===== src/gpa_pkg.sv =====
// constants for the eight-bit general-purpose port with its bus slave
package gpa_pkg;

    // ==========================================================
    // register byte offsets
    localparam logic [3:0] OFS_PIN_LEVEL    = 4'h0;
    localparam logic [3:0] OFS_DIRECTION    = 4'h4;
    localparam logic [3:0] OFS_OUTPUT_LATCH = 4'h8;
    localparam logic [3:0] OFS_PORT_CONFIG  = 4'hc;

    // ==========================================================
    // port configuration fields
    localparam int CFG_ANALOG_LSB    = 0;
    localparam int CFG_OSC_IO        = 8;
    localparam int CFG_FAULT_SEL     = 9;
    localparam int CFG_SERIAL_EN     = 10;
    localparam int CFG_MRESET_EN     = 11;
    localparam int CFG_WIDTH         = 12;

    // ==========================================================
    // reset values
    localparam logic [7:0] RST_DIRECTION    = 8'hff;
    localparam logic [7:0] RST_OUTPUT_LATCH = 8'h00;
    localparam logic [7:0] RST_ANALOG       = 8'h33;
    localparam logic       RST_OSC_IO       = 1'h1;
    localparam logic       RST_FAULT_SEL    = 1'h0;
    localparam logic       RST_SERIAL_EN    = 1'h0;
    localparam logic       RST_MRESET_EN    = 1'h1;

    // ==========================================================
    // pin masks
    localparam logic [7:0] ANALOG_CAPABLE   = 8'h33;
    localparam logic [7:0] OSC_PIN_MASK     = 8'hc0;
    localparam logic [7:0] INPUT_ONLY_MASK  = 8'h20;

    // ==========================================================
    // bus answers
    localparam logic [1:0] RESP_OKAY        = 2'h0;
    localparam logic [1:0] RESP_SLVERR      = 2'h2;

endpackage : gpa_pkg


===== src/gpa_sync2.sv =====
// two-stage synchronizer for the incoming pin levels
`timescale 1ns/1ps

module gpa_sync2 #(
    parameter int WIDTH = 8
) (
    // clock and reset
    input  wire logic             aclk,
    input  wire logic             aresetn,
    // levels
    input  wire logic [WIDTH-1:0] async_in,
    output logic      [WIDTH-1:0] sync_out
);

    // ==========================================================
    // stages
    logic [WIDTH-1:0] stage_one;
    logic [WIDTH-1:0] next_stage_one;
    logic [WIDTH-1:0] next_sync_out;

    always_comb begin
        next_stage_one = async_in;
        next_sync_out  = stage_one;
    end

    always_ff @(posedge aclk) begin
        if (!aresetn) begin
            stage_one <= '0;
            sync_out  <= '0;
        end else begin
            stage_one <= next_stage_one; // RULE16
            sync_out  <= next_sync_out;  // RULE16
        end
    end

endmodule : gpa_sync2


===== src/gpa_port.sv =====
// eight-bit general-purpose port with pin sharing and AXI4-Lite registers
`timescale 1ns/1ps

// Function
// RULE1: eight two-way pins, each with direction, level and latch bit
// RULE2: port runs from direction, pin-level and output-latch registers
// RULE3: direction bit one puts the pin driver in high impedance
// RULE4: direction bit zero drives the pin with its latch bit
// RULE5: pin-level read gives pin states; write to it loads the latch
// RULE6: latch register readable, returns latched value for safe updates
// RULE7: an enabled sharing peripheral takes the pin from port use
// RULE8: bits 6,7 oscillator or port by config; read zero when oscillator
// RULE9: config bit routes the PWM fault input from pin 5 or pin 7
// RULE10: reset makes pins 0,1,4,5 analog reading zero, 2,3 digital inputs
// RULE11: direction keeps driver control on analog pins; software keeps ones
// RULE12: analog enable cuts the digital input path, not the output; code masks only the pin-level read, irq/timer/fault/reset still see the pin
// RULE13: pin 0 feeds irq zero, change irq, analog, comparator; pin 1 similar
// RULE14: pins 2,3 serve the serial port; pin 4 feeds the timer clock
// RULE15: pin 5 is master reset, programming voltage and input only
// RULE16: pin levels pass a two-stage synchronizer before use
module gpa_port (
    // clock and reset
    input  wire logic        aclk,
    input  wire logic        aresetn,
    // write address channel
    input  wire logic [31:0] s_axi_awaddr,
    input  wire logic        s_axi_awvalid,
    output logic             s_axi_awready,
    // write data channel
    input  wire logic [31:0] s_axi_wdata,
    input  wire logic [3:0]  s_axi_wstrb,
    input  wire logic        s_axi_wvalid,
    output logic             s_axi_wready,
    // write response channel
    output logic [1:0]       s_axi_bresp,
    output logic             s_axi_bvalid,
    input  wire logic        s_axi_bready,
    // read address channel
    input  wire logic [31:0] s_axi_araddr,
    input  wire logic        s_axi_arvalid,
    output logic             s_axi_arready,
    // read data channel
    output logic [31:0]      s_axi_rdata,
    output logic [1:0]       s_axi_rresp,
    output logic             s_axi_rvalid,
    input  wire logic        s_axi_rready,
    // device pins
    input  wire logic [7:0]  pin_in,
    output logic      [7:0]  pin_out,
    output logic      [7:0]  pin_oe,
    // serial port side
    input  wire logic        serial_ck_tx_out,
    input  wire logic        serial_ck_tx_oe,
    input  wire logic        serial_dt_out,
    input  wire logic        serial_dt_oe,
    output logic             serial_ck_in,
    output logic             serial_rx_dt_in,
    // other shared functions
    output logic             ext_irq_zero,
    output logic             change_irq_zero,
    output logic             ext_irq_one,
    output logic             change_irq_one,
    output logic             timer0_ext_clock_in,
    output logic             pwm_fault_input,
    output logic             master_reset_n,
    output logic      [7:0]  analog_select
);

    // ==========================================================
    // register state
    logic [7:0]  direction_reg;
    logic [7:0]  output_latch_reg;
    logic [7:0]  analog_en;
    logic        osc_io_mode;
    logic        fault_pin_select;
    logic        serial_en;
    logic        mreset_en;
    logic [7:0]  next_direction_reg;
    logic [7:0]  next_output_latch_reg;
    logic [7:0]  next_analog_en;
    logic        next_osc_io_mode;
    logic        next_fault_pin_select;
    logic        next_serial_en;
    logic        next_mreset_en;

    // ==========================================================
    // bus state
    logic        aw_held;
    logic [3:0]  aw_addr;
    logic        w_held;
    logic [31:0] w_data;
    logic [3:0]  w_strb;
    logic        next_aw_held;
    logic [3:0]  next_aw_addr;
    logic        next_w_held;
    logic [31:0] next_w_data;
    logic [3:0]  next_w_strb;
    logic        next_awready;
    logic        next_wready;
    logic        next_bvalid;
    logic [1:0]  next_bresp;
    logic        next_arready;
    logic        next_rvalid;
    logic [31:0] next_rdata;
    logic [1:0]  next_rresp;

    // ==========================================================
    // pin-side values
    logic [7:0]  pin_sync;
    logic [7:0]  port_mask;
    logic [7:0]  level_view;
    logic [7:0]  next_pin_out;
    logic [7:0]  next_pin_oe;

    // ==========================================================
    // helpers
    function automatic logic addr_mapped(input logic [3:0] a);
        addr_mapped = (a == gpa_pkg::OFS_PIN_LEVEL)
                   || (a == gpa_pkg::OFS_DIRECTION)
                   || (a == gpa_pkg::OFS_OUTPUT_LATCH)
                   || (a == gpa_pkg::OFS_PORT_CONFIG);
    endfunction : addr_mapped

    function automatic logic [3:0] word_offset(input logic [31:0] a);
        word_offset = (a[31:4] == 28'h0000000) ? {a[3:2], 2'h0} : 4'h1;
    endfunction : word_offset

    // ==========================================================
    // pin synchronizer
    gpa_sync2 #(
        .WIDTH    (8)
    ) u_sync (
        .aclk     (aclk),
        .aresetn  (aresetn),
        .async_in (pin_in),
        .sync_out (pin_sync)
    );

    // ==========================================================
    // digital view of the port
    always_comb begin
        port_mask = osc_io_mode ? 8'hff : ~gpa_pkg::OSC_PIN_MASK; // RULE8
        level_view = pin_sync & ~analog_en & port_mask; // RULE12
    end

    // ==========================================================
    // write channel
    always_comb begin
        next_aw_held          = aw_held;
        next_aw_addr          = aw_addr;
        next_w_held           = w_held;
        next_w_data           = w_data;
        next_w_strb           = w_strb;
        next_bvalid           = s_axi_bvalid;
        next_bresp            = s_axi_bresp;
        next_direction_reg    = direction_reg;
        next_output_latch_reg = output_latch_reg;
        next_analog_en        = analog_en;
        next_osc_io_mode      = osc_io_mode;
        next_fault_pin_select = fault_pin_select;
        next_serial_en        = serial_en;
        next_mreset_en        = mreset_en;
        if (s_axi_awvalid && s_axi_awready) begin
            next_aw_held = 1'b1;
            next_aw_addr = word_offset(s_axi_awaddr);
        end
        if (s_axi_wvalid && s_axi_wready) begin
            next_w_held = 1'b1;
            next_w_data = s_axi_wdata;
            next_w_strb = s_axi_wstrb;
        end
        if (s_axi_bvalid && s_axi_bready) begin
            next_bvalid = 1'b0;
        end
        if (aw_held && w_held && !s_axi_bvalid) begin
            next_aw_held = 1'b0;
            next_w_held  = 1'b0;
            next_bvalid  = 1'b1;
            next_bresp   = addr_mapped(aw_addr) ? gpa_pkg::RESP_OKAY
                                                : gpa_pkg::RESP_SLVERR;
            if (w_strb[0]) begin
                case (aw_addr)
                    gpa_pkg::OFS_PIN_LEVEL: begin
                        next_output_latch_reg = w_data[7:0]; // RULE5
                    end
                    gpa_pkg::OFS_DIRECTION: begin
                        next_direction_reg = w_data[7:0]; // RULE11
                    end
                    gpa_pkg::OFS_OUTPUT_LATCH: begin
                        next_output_latch_reg = w_data[7:0]; // RULE6
                    end
                    gpa_pkg::OFS_PORT_CONFIG: begin
                        next_analog_en = w_data[7:0]
                                       & gpa_pkg::ANALOG_CAPABLE;
                    end
                    default: begin
                        next_analog_en = analog_en;
                    end
                endcase
            end
            if (w_strb[1] && aw_addr == gpa_pkg::OFS_PORT_CONFIG) begin
                next_osc_io_mode      = w_data[gpa_pkg::CFG_OSC_IO];
                next_fault_pin_select = w_data[gpa_pkg::CFG_FAULT_SEL];
                next_serial_en        = w_data[gpa_pkg::CFG_SERIAL_EN];
                next_mreset_en        = w_data[gpa_pkg::CFG_MRESET_EN];
            end
        end
        next_awready = !next_aw_held && !next_bvalid;
        next_wready  = !next_w_held && !next_bvalid;
    end

    // ==========================================================
    // read channel
    always_comb begin
        logic [3:0] ra;
        ra          = word_offset(s_axi_araddr);
        next_rvalid = s_axi_rvalid;
        next_rdata  = s_axi_rdata;
        next_rresp  = s_axi_rresp;
        if (s_axi_rvalid && s_axi_rready) begin
            next_rvalid = 1'b0;
        end
        if (s_axi_arvalid && s_axi_arready) begin
            next_rvalid = 1'b1;
            next_rresp  = addr_mapped(ra) ? gpa_pkg::RESP_OKAY
                                          : gpa_pkg::RESP_SLVERR;
            case (ra)
                gpa_pkg::OFS_PIN_LEVEL: begin
                    next_rdata = {24'h000000, level_view}; // RULE5
                end
                gpa_pkg::OFS_DIRECTION: begin
                    next_rdata = {24'h000000, direction_reg & port_mask};
                end
                gpa_pkg::OFS_OUTPUT_LATCH: begin
                    next_rdata = {24'h000000,
                                  output_latch_reg & port_mask}; // RULE6
                end
                gpa_pkg::OFS_PORT_CONFIG: begin
                    next_rdata = {20'h00000, mreset_en, serial_en,
                                  fault_pin_select, osc_io_mode, analog_en};
                end
                default: begin
                    next_rdata = 32'h00000000;
                end
            endcase
        end
        next_arready = !next_rvalid;
    end

    // ==========================================================
    // pin drivers
    always_comb begin
        for (int i = 0; i < 8; i++) begin
            next_pin_out[i] = output_latch_reg[i]; // RULE4
            next_pin_oe[i]  = !direction_reg[i]; // RULE3 RULE4 RULE12
        end
        next_pin_oe = next_pin_oe & port_mask; // RULE8
        next_pin_oe = next_pin_oe & ~gpa_pkg::INPUT_ONLY_MASK; // RULE15
        if (serial_en) begin
            next_pin_out[2] = serial_ck_tx_out; // RULE7 RULE14
            next_pin_oe[2]  = serial_ck_tx_oe; // RULE7 RULE14
            next_pin_out[3] = serial_dt_out; // RULE7 RULE14
            next_pin_oe[3]  = serial_dt_oe; // RULE7 RULE14
        end
    end

    // ==========================================================
    // registers
    always_ff @(posedge aclk) begin
        if (!aresetn) begin
            direction_reg    <= gpa_pkg::RST_DIRECTION; // RULE10
            output_latch_reg <= gpa_pkg::RST_OUTPUT_LATCH;
            analog_en        <= gpa_pkg::RST_ANALOG; // RULE10
            osc_io_mode      <= gpa_pkg::RST_OSC_IO;
            fault_pin_select <= gpa_pkg::RST_FAULT_SEL;
            serial_en        <= gpa_pkg::RST_SERIAL_EN;
            mreset_en        <= gpa_pkg::RST_MRESET_EN;
            aw_held          <= 1'b0;
            aw_addr          <= 4'h0;
            w_held           <= 1'b0;
            w_data           <= 32'h00000000;
            w_strb           <= 4'h0;
            s_axi_awready    <= 1'b0;
            s_axi_wready     <= 1'b0;
            s_axi_bvalid     <= 1'b0;
            s_axi_bresp      <= gpa_pkg::RESP_OKAY;
            s_axi_arready    <= 1'b0;
            s_axi_rvalid     <= 1'b0;
            s_axi_rdata      <= 32'h00000000;
            s_axi_rresp      <= gpa_pkg::RESP_OKAY;
        end else begin
            direction_reg    <= next_direction_reg; // RULE2
            output_latch_reg <= next_output_latch_reg; // RULE2
            analog_en        <= next_analog_en;
            osc_io_mode      <= next_osc_io_mode;
            fault_pin_select <= next_fault_pin_select;
            serial_en        <= next_serial_en;
            mreset_en        <= next_mreset_en;
            aw_held          <= next_aw_held;
            aw_addr          <= next_aw_addr;
            w_held           <= next_w_held;
            w_data           <= next_w_data;
            w_strb           <= next_w_strb;
            s_axi_awready    <= next_awready;
            s_axi_wready     <= next_wready;
            s_axi_bvalid     <= next_bvalid;
            s_axi_bresp      <= next_bresp;
            s_axi_arready    <= next_arready;
            s_axi_rvalid     <= next_rvalid;
            s_axi_rdata      <= next_rdata;
            s_axi_rresp      <= next_rresp;
        end
    end

    // ==========================================================
    // pins and shared function outputs
    always_ff @(posedge aclk) begin
        if (!aresetn) begin
            pin_out             <= 8'h00;
            pin_oe              <= 8'h00;
            serial_ck_in        <= 1'b0;
            serial_rx_dt_in     <= 1'b0;
            ext_irq_zero        <= 1'b0;
            change_irq_zero     <= 1'b0;
            ext_irq_one         <= 1'b0;
            change_irq_one      <= 1'b0;
            timer0_ext_clock_in <= 1'b0;
            pwm_fault_input     <= 1'b0;
            master_reset_n      <= 1'b1;
            analog_select       <= gpa_pkg::RST_ANALOG;
        end else begin
            pin_out             <= next_pin_out; // RULE1
            pin_oe              <= next_pin_oe; // RULE1
            serial_ck_in        <= pin_sync[2]; // RULE14
            serial_rx_dt_in     <= pin_sync[3]; // RULE14
            ext_irq_zero        <= pin_sync[0]; // RULE13
            change_irq_zero     <= pin_sync[0]; // RULE13
            ext_irq_one         <= pin_sync[1]; // RULE13
            change_irq_one      <= pin_sync[1]; // RULE13
            timer0_ext_clock_in <= pin_sync[4]; // RULE14
            pwm_fault_input     <= fault_pin_select ? pin_sync[7]
                                                    : pin_sync[5]; // RULE9
            master_reset_n      <= mreset_en ? pin_sync[5] : 1'b1; // RULE15
            analog_select       <= analog_en; // RULE13
        end
    end

endmodule : gpa_port


===== config.mk =====
export PLATFORM = sky130hd
export DESIGN_NAME = gpa_port
export DESIGN_NICKNAME = d
export VERILOG_FILES = /design/src/gpa_pkg.sv /design/src/gpa_sync2.sv /design/src/gpa_port.sv
export SDC_FILE = /design/constraint.sdc
export NUM_CORES = 1
export LEC_CHECK = 0
export BUFFER_PORTS_ARGS = -buffer_cell sky130_fd_sc_hd__buf_4
export CORE_ASPECT_RATIO = 1.5
export CORE_MARGIN = 2
export CORE_UTILIZATION = 45
export CTS_BUF_LIST = sky130_fd_sc_hd__clkbuf_8
export DETAILED_ROUTE_END_ITERATION = 12
export PLACE_DENSITY = 0.79
export SYNTH_ARGS = -nofsm -noshare
export SYNTH_HDL_FRONTEND = slang
export SYNTH_HIERARCHICAL = 1
export SYNTH_SLANG_ARGS = --single-unit

===== constraint.sdc =====
create_clock -name aclk -period 3.91 [get_ports aclk]
set_input_delay 0.1955 -clock aclk [delete_from_list [all_inputs] [get_ports aclk]]
set_output_delay 0.1955 -clock aclk [all_outputs]
set_load 0.01 [all_outputs]

==> results.sh, run 1 <==
export IMPL_slowest_stage="nand4b_1"
export IMPL_synth_top_flop_cell="dfxtp_1"
export IMPL_startpoint_type="register"
export IMPL_grt_setup_unrepaired="false"
export IMPL_min_period_ns=1.79
export IMPL_largest_registers="s_axi_rdata: 12 flops, w_data: 12 flops"
export IMPL_wl_mm=8.65
export IMPL_gp_congestion=0.792
export IMPL_grt_pass1_vias=2978
export IMPL_worst_hold_path_type="in -> reg"
export IMPL_post_cts_buffers=0
export IMPL_yosysSeqAreaShare=0.538
export IMPL_drc=0
export IMPL_status="finished clean"
export IMPL_synthCells=412
export IMPL_syn_area_per_cell_um2=9.39
export IMPL_grt_first_pass_wirelength_mm=13.6
export IMPL_ant_nets=0
export IMPL_required_ns=4.14
export IMPL_grt_use_total=0.186
export IMPL_cts_made_buffers=9
export IMPL_grt_start_max_net_pins=62
export IMPL_cts_buffer_depth=2
export IMPL_p_per_area_mw_per_mm2=398
export IMPL_finalCritPeriodShare=0.457
export IMPL_relSlewSlack=0.523
export IMPL_worst_path_buf_inv=0
export IMPL_fp_dieH_um=118
export IMPL_start_util=0.463
export IMPL_yosys_warnings=6
export IMPL_maxCapViolCount=0
export IMPL_cts_sinks=104
export IMPL_dp_hpwl_mm=6.63
export IMPL_worstPathMaxFanout=8
export IMPL_ys_ff_latch=104
export IMPL_antenna_found_initial=0
export IMPL_cp_cell_sequence="and4bb_2 > nand4b_1 > mux2i_1 > nand2_1"
export IMPL_p_leak_nw=2.28
export IMPL_drt_iter0_drc=208
export IMPL_post_dp_cell_area_mm2=0.00483
export IMPL_n_antenna_cell=0
export IMPL_postCtsHoldBufs=0
export IMPL_areaGrowthSynthToFinish_pct=31.0
export IMPL_hold_violations=0
export IMPL_grt_overflow_total=0
export IMPL_ios=193
export IMPL_cp_arrival_ns=2.02
export IMPL_max_stage_delay_ns=0.56
export IMPL_drtPass1Iterations=5
export IMPL_cts_tree="done"
export IMPL_async_reset_ff_frac=0
export IMPL_fin_tns_setup_ns=0
export IMPL_htreeDepth=3
export IMPL_final_max_slew_viol_count=0
export IMPL_drt_wirelength_per_cell_um=13.3
export IMPL_cts_root_buf="clkbuf_8"
export IMPL_dieArea_mm2=0.00937
export IMPL_yosysUniqueCellTypes=38
export IMPL_setup_viol=0
export IMPL_final_net_count=656
export IMPL_num_vias=3159
export IMPL_clk_latency_ns=0.37
export IMPL_worst_slew_pin_slew_ns=0.714
export IMPL_drive_above_1_share=0.315
export IMPL_clock_skew_ns=0.0103
export IMPL_crit_type="reg -> reg"
export IMPL_viasPerCell=4.87
export IMPL_timing_fmax_ghz=0.560
export IMPL_synth_edf_count=0
export IMPL_cts_resized=0
export IMPL_clk_pin_slew_ns=0.09
export IMPL_syn_area_mm2=0.00387
export IMPL_die_width_um=79.7
export IMPL_vdd_drop_max_mv=0.275
export IMPL_io_buffers=139
export IMPL_core_area_mm2=0.00836
export IMPL_crit_family="simple AND/OR/NAND/NOR gates"
export IMPL_endpoint_kind="register"
export IMPL_rows=41
export IMPL_design_area_mm2=0.00507
-- layout by cell type, fill, tap and decap left out, types with 4 or more instances in the layout --
cell type | synthesis | layout
buf_4 | 29 | 139
conb_1 | 1 | 27
nor4_1 | 13 | 13
dfxtp_1 | 104 | 104
and2_2 | 12 | 12
mux2i_1 | 27 | 27
clkbuf_8 | 0 | 12
a221oi_1 | 4 | 4
nand4_1 | 8 | 8
a21oi_1 | 26 | 26
nand2_1 | 65 | 65
a22o_1 | 6 | 6
nor2_1 | 31 | 31
o21ai_0 | 14 | 14
nand2b_1 | 4 | 4
nand3_1 | 4 | 4
and2_1 | 17 | 17
-- path summary, 6_finish.rpt --
path                            slack, ns  cells past startpoint              from                       to
worst min-delay path                 0.05                      2         pin_in[1]  u_sync/next_sync_out[1]
worst min register to register       0.43                      1  direction_reg[1]                pin_oe[1]
worst max-delay path                 2.12                      4      s_axi_bvalid         direction_reg[7]
worst max register to register       2.12                      4      s_axi_bvalid         direction_reg[7]
-- worst reg2reg max path: stages (launching register included) --
cell	delay, ns
dfxtp_1	0.34
and4bb_2	0.34
nand4b_1	0.56
mux2i_1	0.33
nand2_1	0.08
-- per-layer routing --
layer  track usage  vias up  wire length (um)
li1              -     1585                 -
met1         0.212     1416              3360
met2         0.328      146              4430
met3        0.0376       12               656
met4        0.0808        0               195
met5             0        -                 0
-- power by group --
part	internal [mW]	switching, mW
Clock	0.413	0.337
Sequential	1.08	0.0144
Combinational	0.0910	0.0805
-- area by class of cell --
cell class / instances / area [um2]
fillers: 726 / 3290
flip-flops and latches: 104 / 2080
multi-input cells: 279 / 1560
repair buffers: 139 / 1040
clock buffers: 12 / 165
well taps: 107 / 134
clock inverters: 4 / 75.1
inverters: 4 / 15.0
-- per-stage QoR --
step	hold slack, ns	setup WS, ns	power, mW	utilization	cells
finish	0.0484	2.12	2.02	0.606	649
global route	0.0367	1.99	2.10	0.606	649
CTS	0.0303	2.10	2.04	0.606	649
detailed placement	0.420	1.82	1.29	0.578	633
global placement	0.415	1.89	1.29	0.578	633
floorplan	0.328	2.50	1.22	-	438
-- synthesized netlist by cell type (3+ instances only) --
master,instances,area [um2]
dfxtp_1,104,2080
nand2_1,65,244
nor2_1,31,116
buf_4,29,218
mux2i_1,27,270
a21oi_1,26,130
and2_1,17,106
o21ai_0,14,70.1
nor4_1,13,81.3
and2_2,12,90.1
clkbuf_1,12,45.0
nand4_1,8,50.1
a22o_1,6,52.6
a221oi_1,4,35.0
buf_1,4,15.0
buf_2,4,20.0
nand2b_1,4,25.0
nand3_1,4,20.0
and3_1,3,18.8
inv_1,3,11.3
nand3b_1,3,22.5
-- cell families after synthesis --
family,count (synthesis),share of synthesized area
muxes,27,0.0698
buffers and inverters,55,0.0850
AOI/OAI and AO/OA,56,0.0857
other,1,0.000969
and+or+nand+nor,169,0.220
DFF,104,0.538
(Power assumes the default switching activity.)
==> run 2, diff against run 1 <==
--- a/config.mk
+++ b/config.mk
@@ -8,7 +8,7 @@
 export BUFFER_PORTS_ARGS = -buffer_cell sky130_fd_sc_hd__buf_4
 export CORE_ASPECT_RATIO = 1.5
 export CORE_MARGIN = 2
-export CORE_UTILIZATION = 45
+export CORE_UTILIZATION = 43
 export CTS_BUF_LIST = sky130_fd_sc_hd__clkbuf_8
 export DETAILED_ROUTE_END_ITERATION = 12
 export PLACE_DENSITY = 0.79
==> constraint.sdc (replaced) <==
create_clock -name aclk -period 1.5 [get_ports aclk]
set_input_delay 0.075 -clock aclk [delete_from_list [all_inputs] [get_ports aclk]]
set_output_delay 0.075 -clock aclk [all_outputs]
set_load 0.01 [all_outputs]
==> results.sh, run 2 (synthesis gave the netlist of run 1 again) <==
export IMPL_finalCritPeriodShare=0.931
export IMPL_setup_viol=0
export IMPL_drc=0
export IMPL_maxCapViolCount=0
export IMPL_worstHoldStart="s_axi_bready"
export IMPL_cts_root_buf="clkbuf_8"
export IMPL_fp_dieH_um=120
export IMPL_regArea_mm2=0.00208
export IMPL_endpoint_kind="register"
export IMPL_clock_skew_ns=0.0104
export IMPL_r2r_slack_ns=0.10
export IMPL_design_area_mm2=0.00546
export IMPL_largest_registers="s_axi_rdata: 12 flops, w_data: 12 flops"
export IMPL_fillerInstances=722
export IMPL_grt_overflow_total=0
export IMPL_n_antenna_cell=0
export IMPL_antenna_found_initial=0
export IMPL_rr_startpoint="s_axi_arready"
export IMPL_final_cell_mix="buf_4, dfxtp_1, nand2_1, dlygate4sd3_1, nor2_1"
export IMPL_die_width_um=81.5
export IMPL_rows=42
export IMPL_hold_violations=0
export IMPL_htreeDepth=3
export IMPL_dp_cells=644
export IMPL_timing_fmax_ghz=0.716
export IMPL_grt_first_pass_wirelength_mm=14.9
export IMPL_drt_wirelength_per_cell_um=13.7
export IMPL_dp_hpwl_mm=6.90
export IMPL_grt_use_total=0.200
export IMPL_drtPass1Iterations=4
export IMPL_clk_pin_slew_ns=0.09
export IMPL_viasPerCell=4.89
export IMPL_whs_path_depth=3
export IMPL_crit_type="reg -> reg"
export IMPL_worst_hold_path_type="in -> reg"
export IMPL_p_leak_nw=2.46
export IMPL_core_area_mm2=0.00878
export IMPL_areaGrowthSynthToFinish_pct=41.0
export IMPL_reg2regPathDepth=4
export IMPL_power_mw=5.43
export IMPL_clk_latency_ns=0.37
export IMPL_drt_iter0_drc=178
export IMPL_grt_pass1_vias=3276
export IMPL_min_period_ns=1.40
export IMPL_fin_util=0.622
export IMPL_cts_made_buffers=9
export IMPL_start_util=0.441
export IMPL_required_ns=1.78
export IMPL_post_cts_buffers=0
export IMPL_num_vias=3376
export IMPL_worstPathMaxFanout=7
export IMPL_cp_startpoint="s_axi_arready"
export IMPL_place_ws_ns=0.0303
export IMPL_cts_sinks=104
export IMPL_grt_start_max_net_pins=39
export IMPL_grt_setup_unrepaired="false"
export IMPL_multi_input_comb_area_mm2=0.00156
export IMPL_rr_endpoint="s_axi_rdata[7]"
export IMPL_drive_above_1_share=0.310
export IMPL_hold_path_end="s_axi_bvalid"
export IMPL_cts_tree="done"
export IMPL_wl_mm=9.47
export IMPL_final_net_count=695
export IMPL_final_cells=691
export IMPL_io_buffers=139
export IMPL_cp_arrival_ns=1.68
export IMPL_cts_buffer_depth=2
export IMPL_final_common_cell="buf_4"
export IMPL_status="finished clean"
export IMPL_fin_tns_setup_ns=0
export IMPL_gp_congestion=0.822
export IMPL_p_per_area_mw_per_mm2=995
export IMPL_vdd_drop_max_mv=0.703
export IMPL_setup_ws_ns=0.103
export IMPL_post_dp_cell_area_mm2=0.00489
export IMPL_ios=193
export IMPL_worst_hold_slack_ns=0.0509
export IMPL_startpoint_type="register"
export IMPL_ant_nets=0
export IMPL_dieArea_mm2=0.00979
export IMPL_final_max_slew_viol_count=0
[run 2: worst max-delay path by stage]
stage	depth (start not counted)	endpoint
CTS	5	s_axi_rdata[4]
floorplan	5	mreset_en
global placement	5	aw_addr[0]
global route	4	s_axi_rdata[7]
detailed placement	5	aw_addr[0]
finish	4	s_axi_rdata[7]
[run 2: worst max-delay path, cell delays in order, from the launching register on]
cell	delay [ns]
dfxtp_1	0.35
and2_1	0.22
nand4_1	0.12
or2_0	0.35
o31ai_1	0.27
[run 2: what timing repair did]
item                                    in CTS  in global routing
hold buffers                                30                  1
endpoints found under the hold margin       30                  1
gates resized for setup                      0                  3
endpoints found under the setup margin       0                 16
[run 2: per-layer routing]
metal	wire, um	up-vias	GRT usage
met2	4930	160	0.360
met5	0	-	0
met3	780	25	0.0552
li1	-	1668	-
met4	295	0	0.0911
met1	3460	1523	0.210
[run 2: final cells by class]
cell class / instances / share of cell area
Multi-Input combinational cell: 279 / 0.286
Clock buffer: 10 / 0.0252
Sequential cell: 104 / 0.382
Inverter: 4 / 0.00275
Clock inverter: 6 / 0.0197
Timing Repair Buffer: 178 / 0.259
Tap cell: 110 / 0.0252
[run 2: report_power, final]
part	switching, mW	internal, mW
sequential	0.0393	2.82
clock	0.897	1.15
combinational	0.227	0.297
total	1.16	4.27
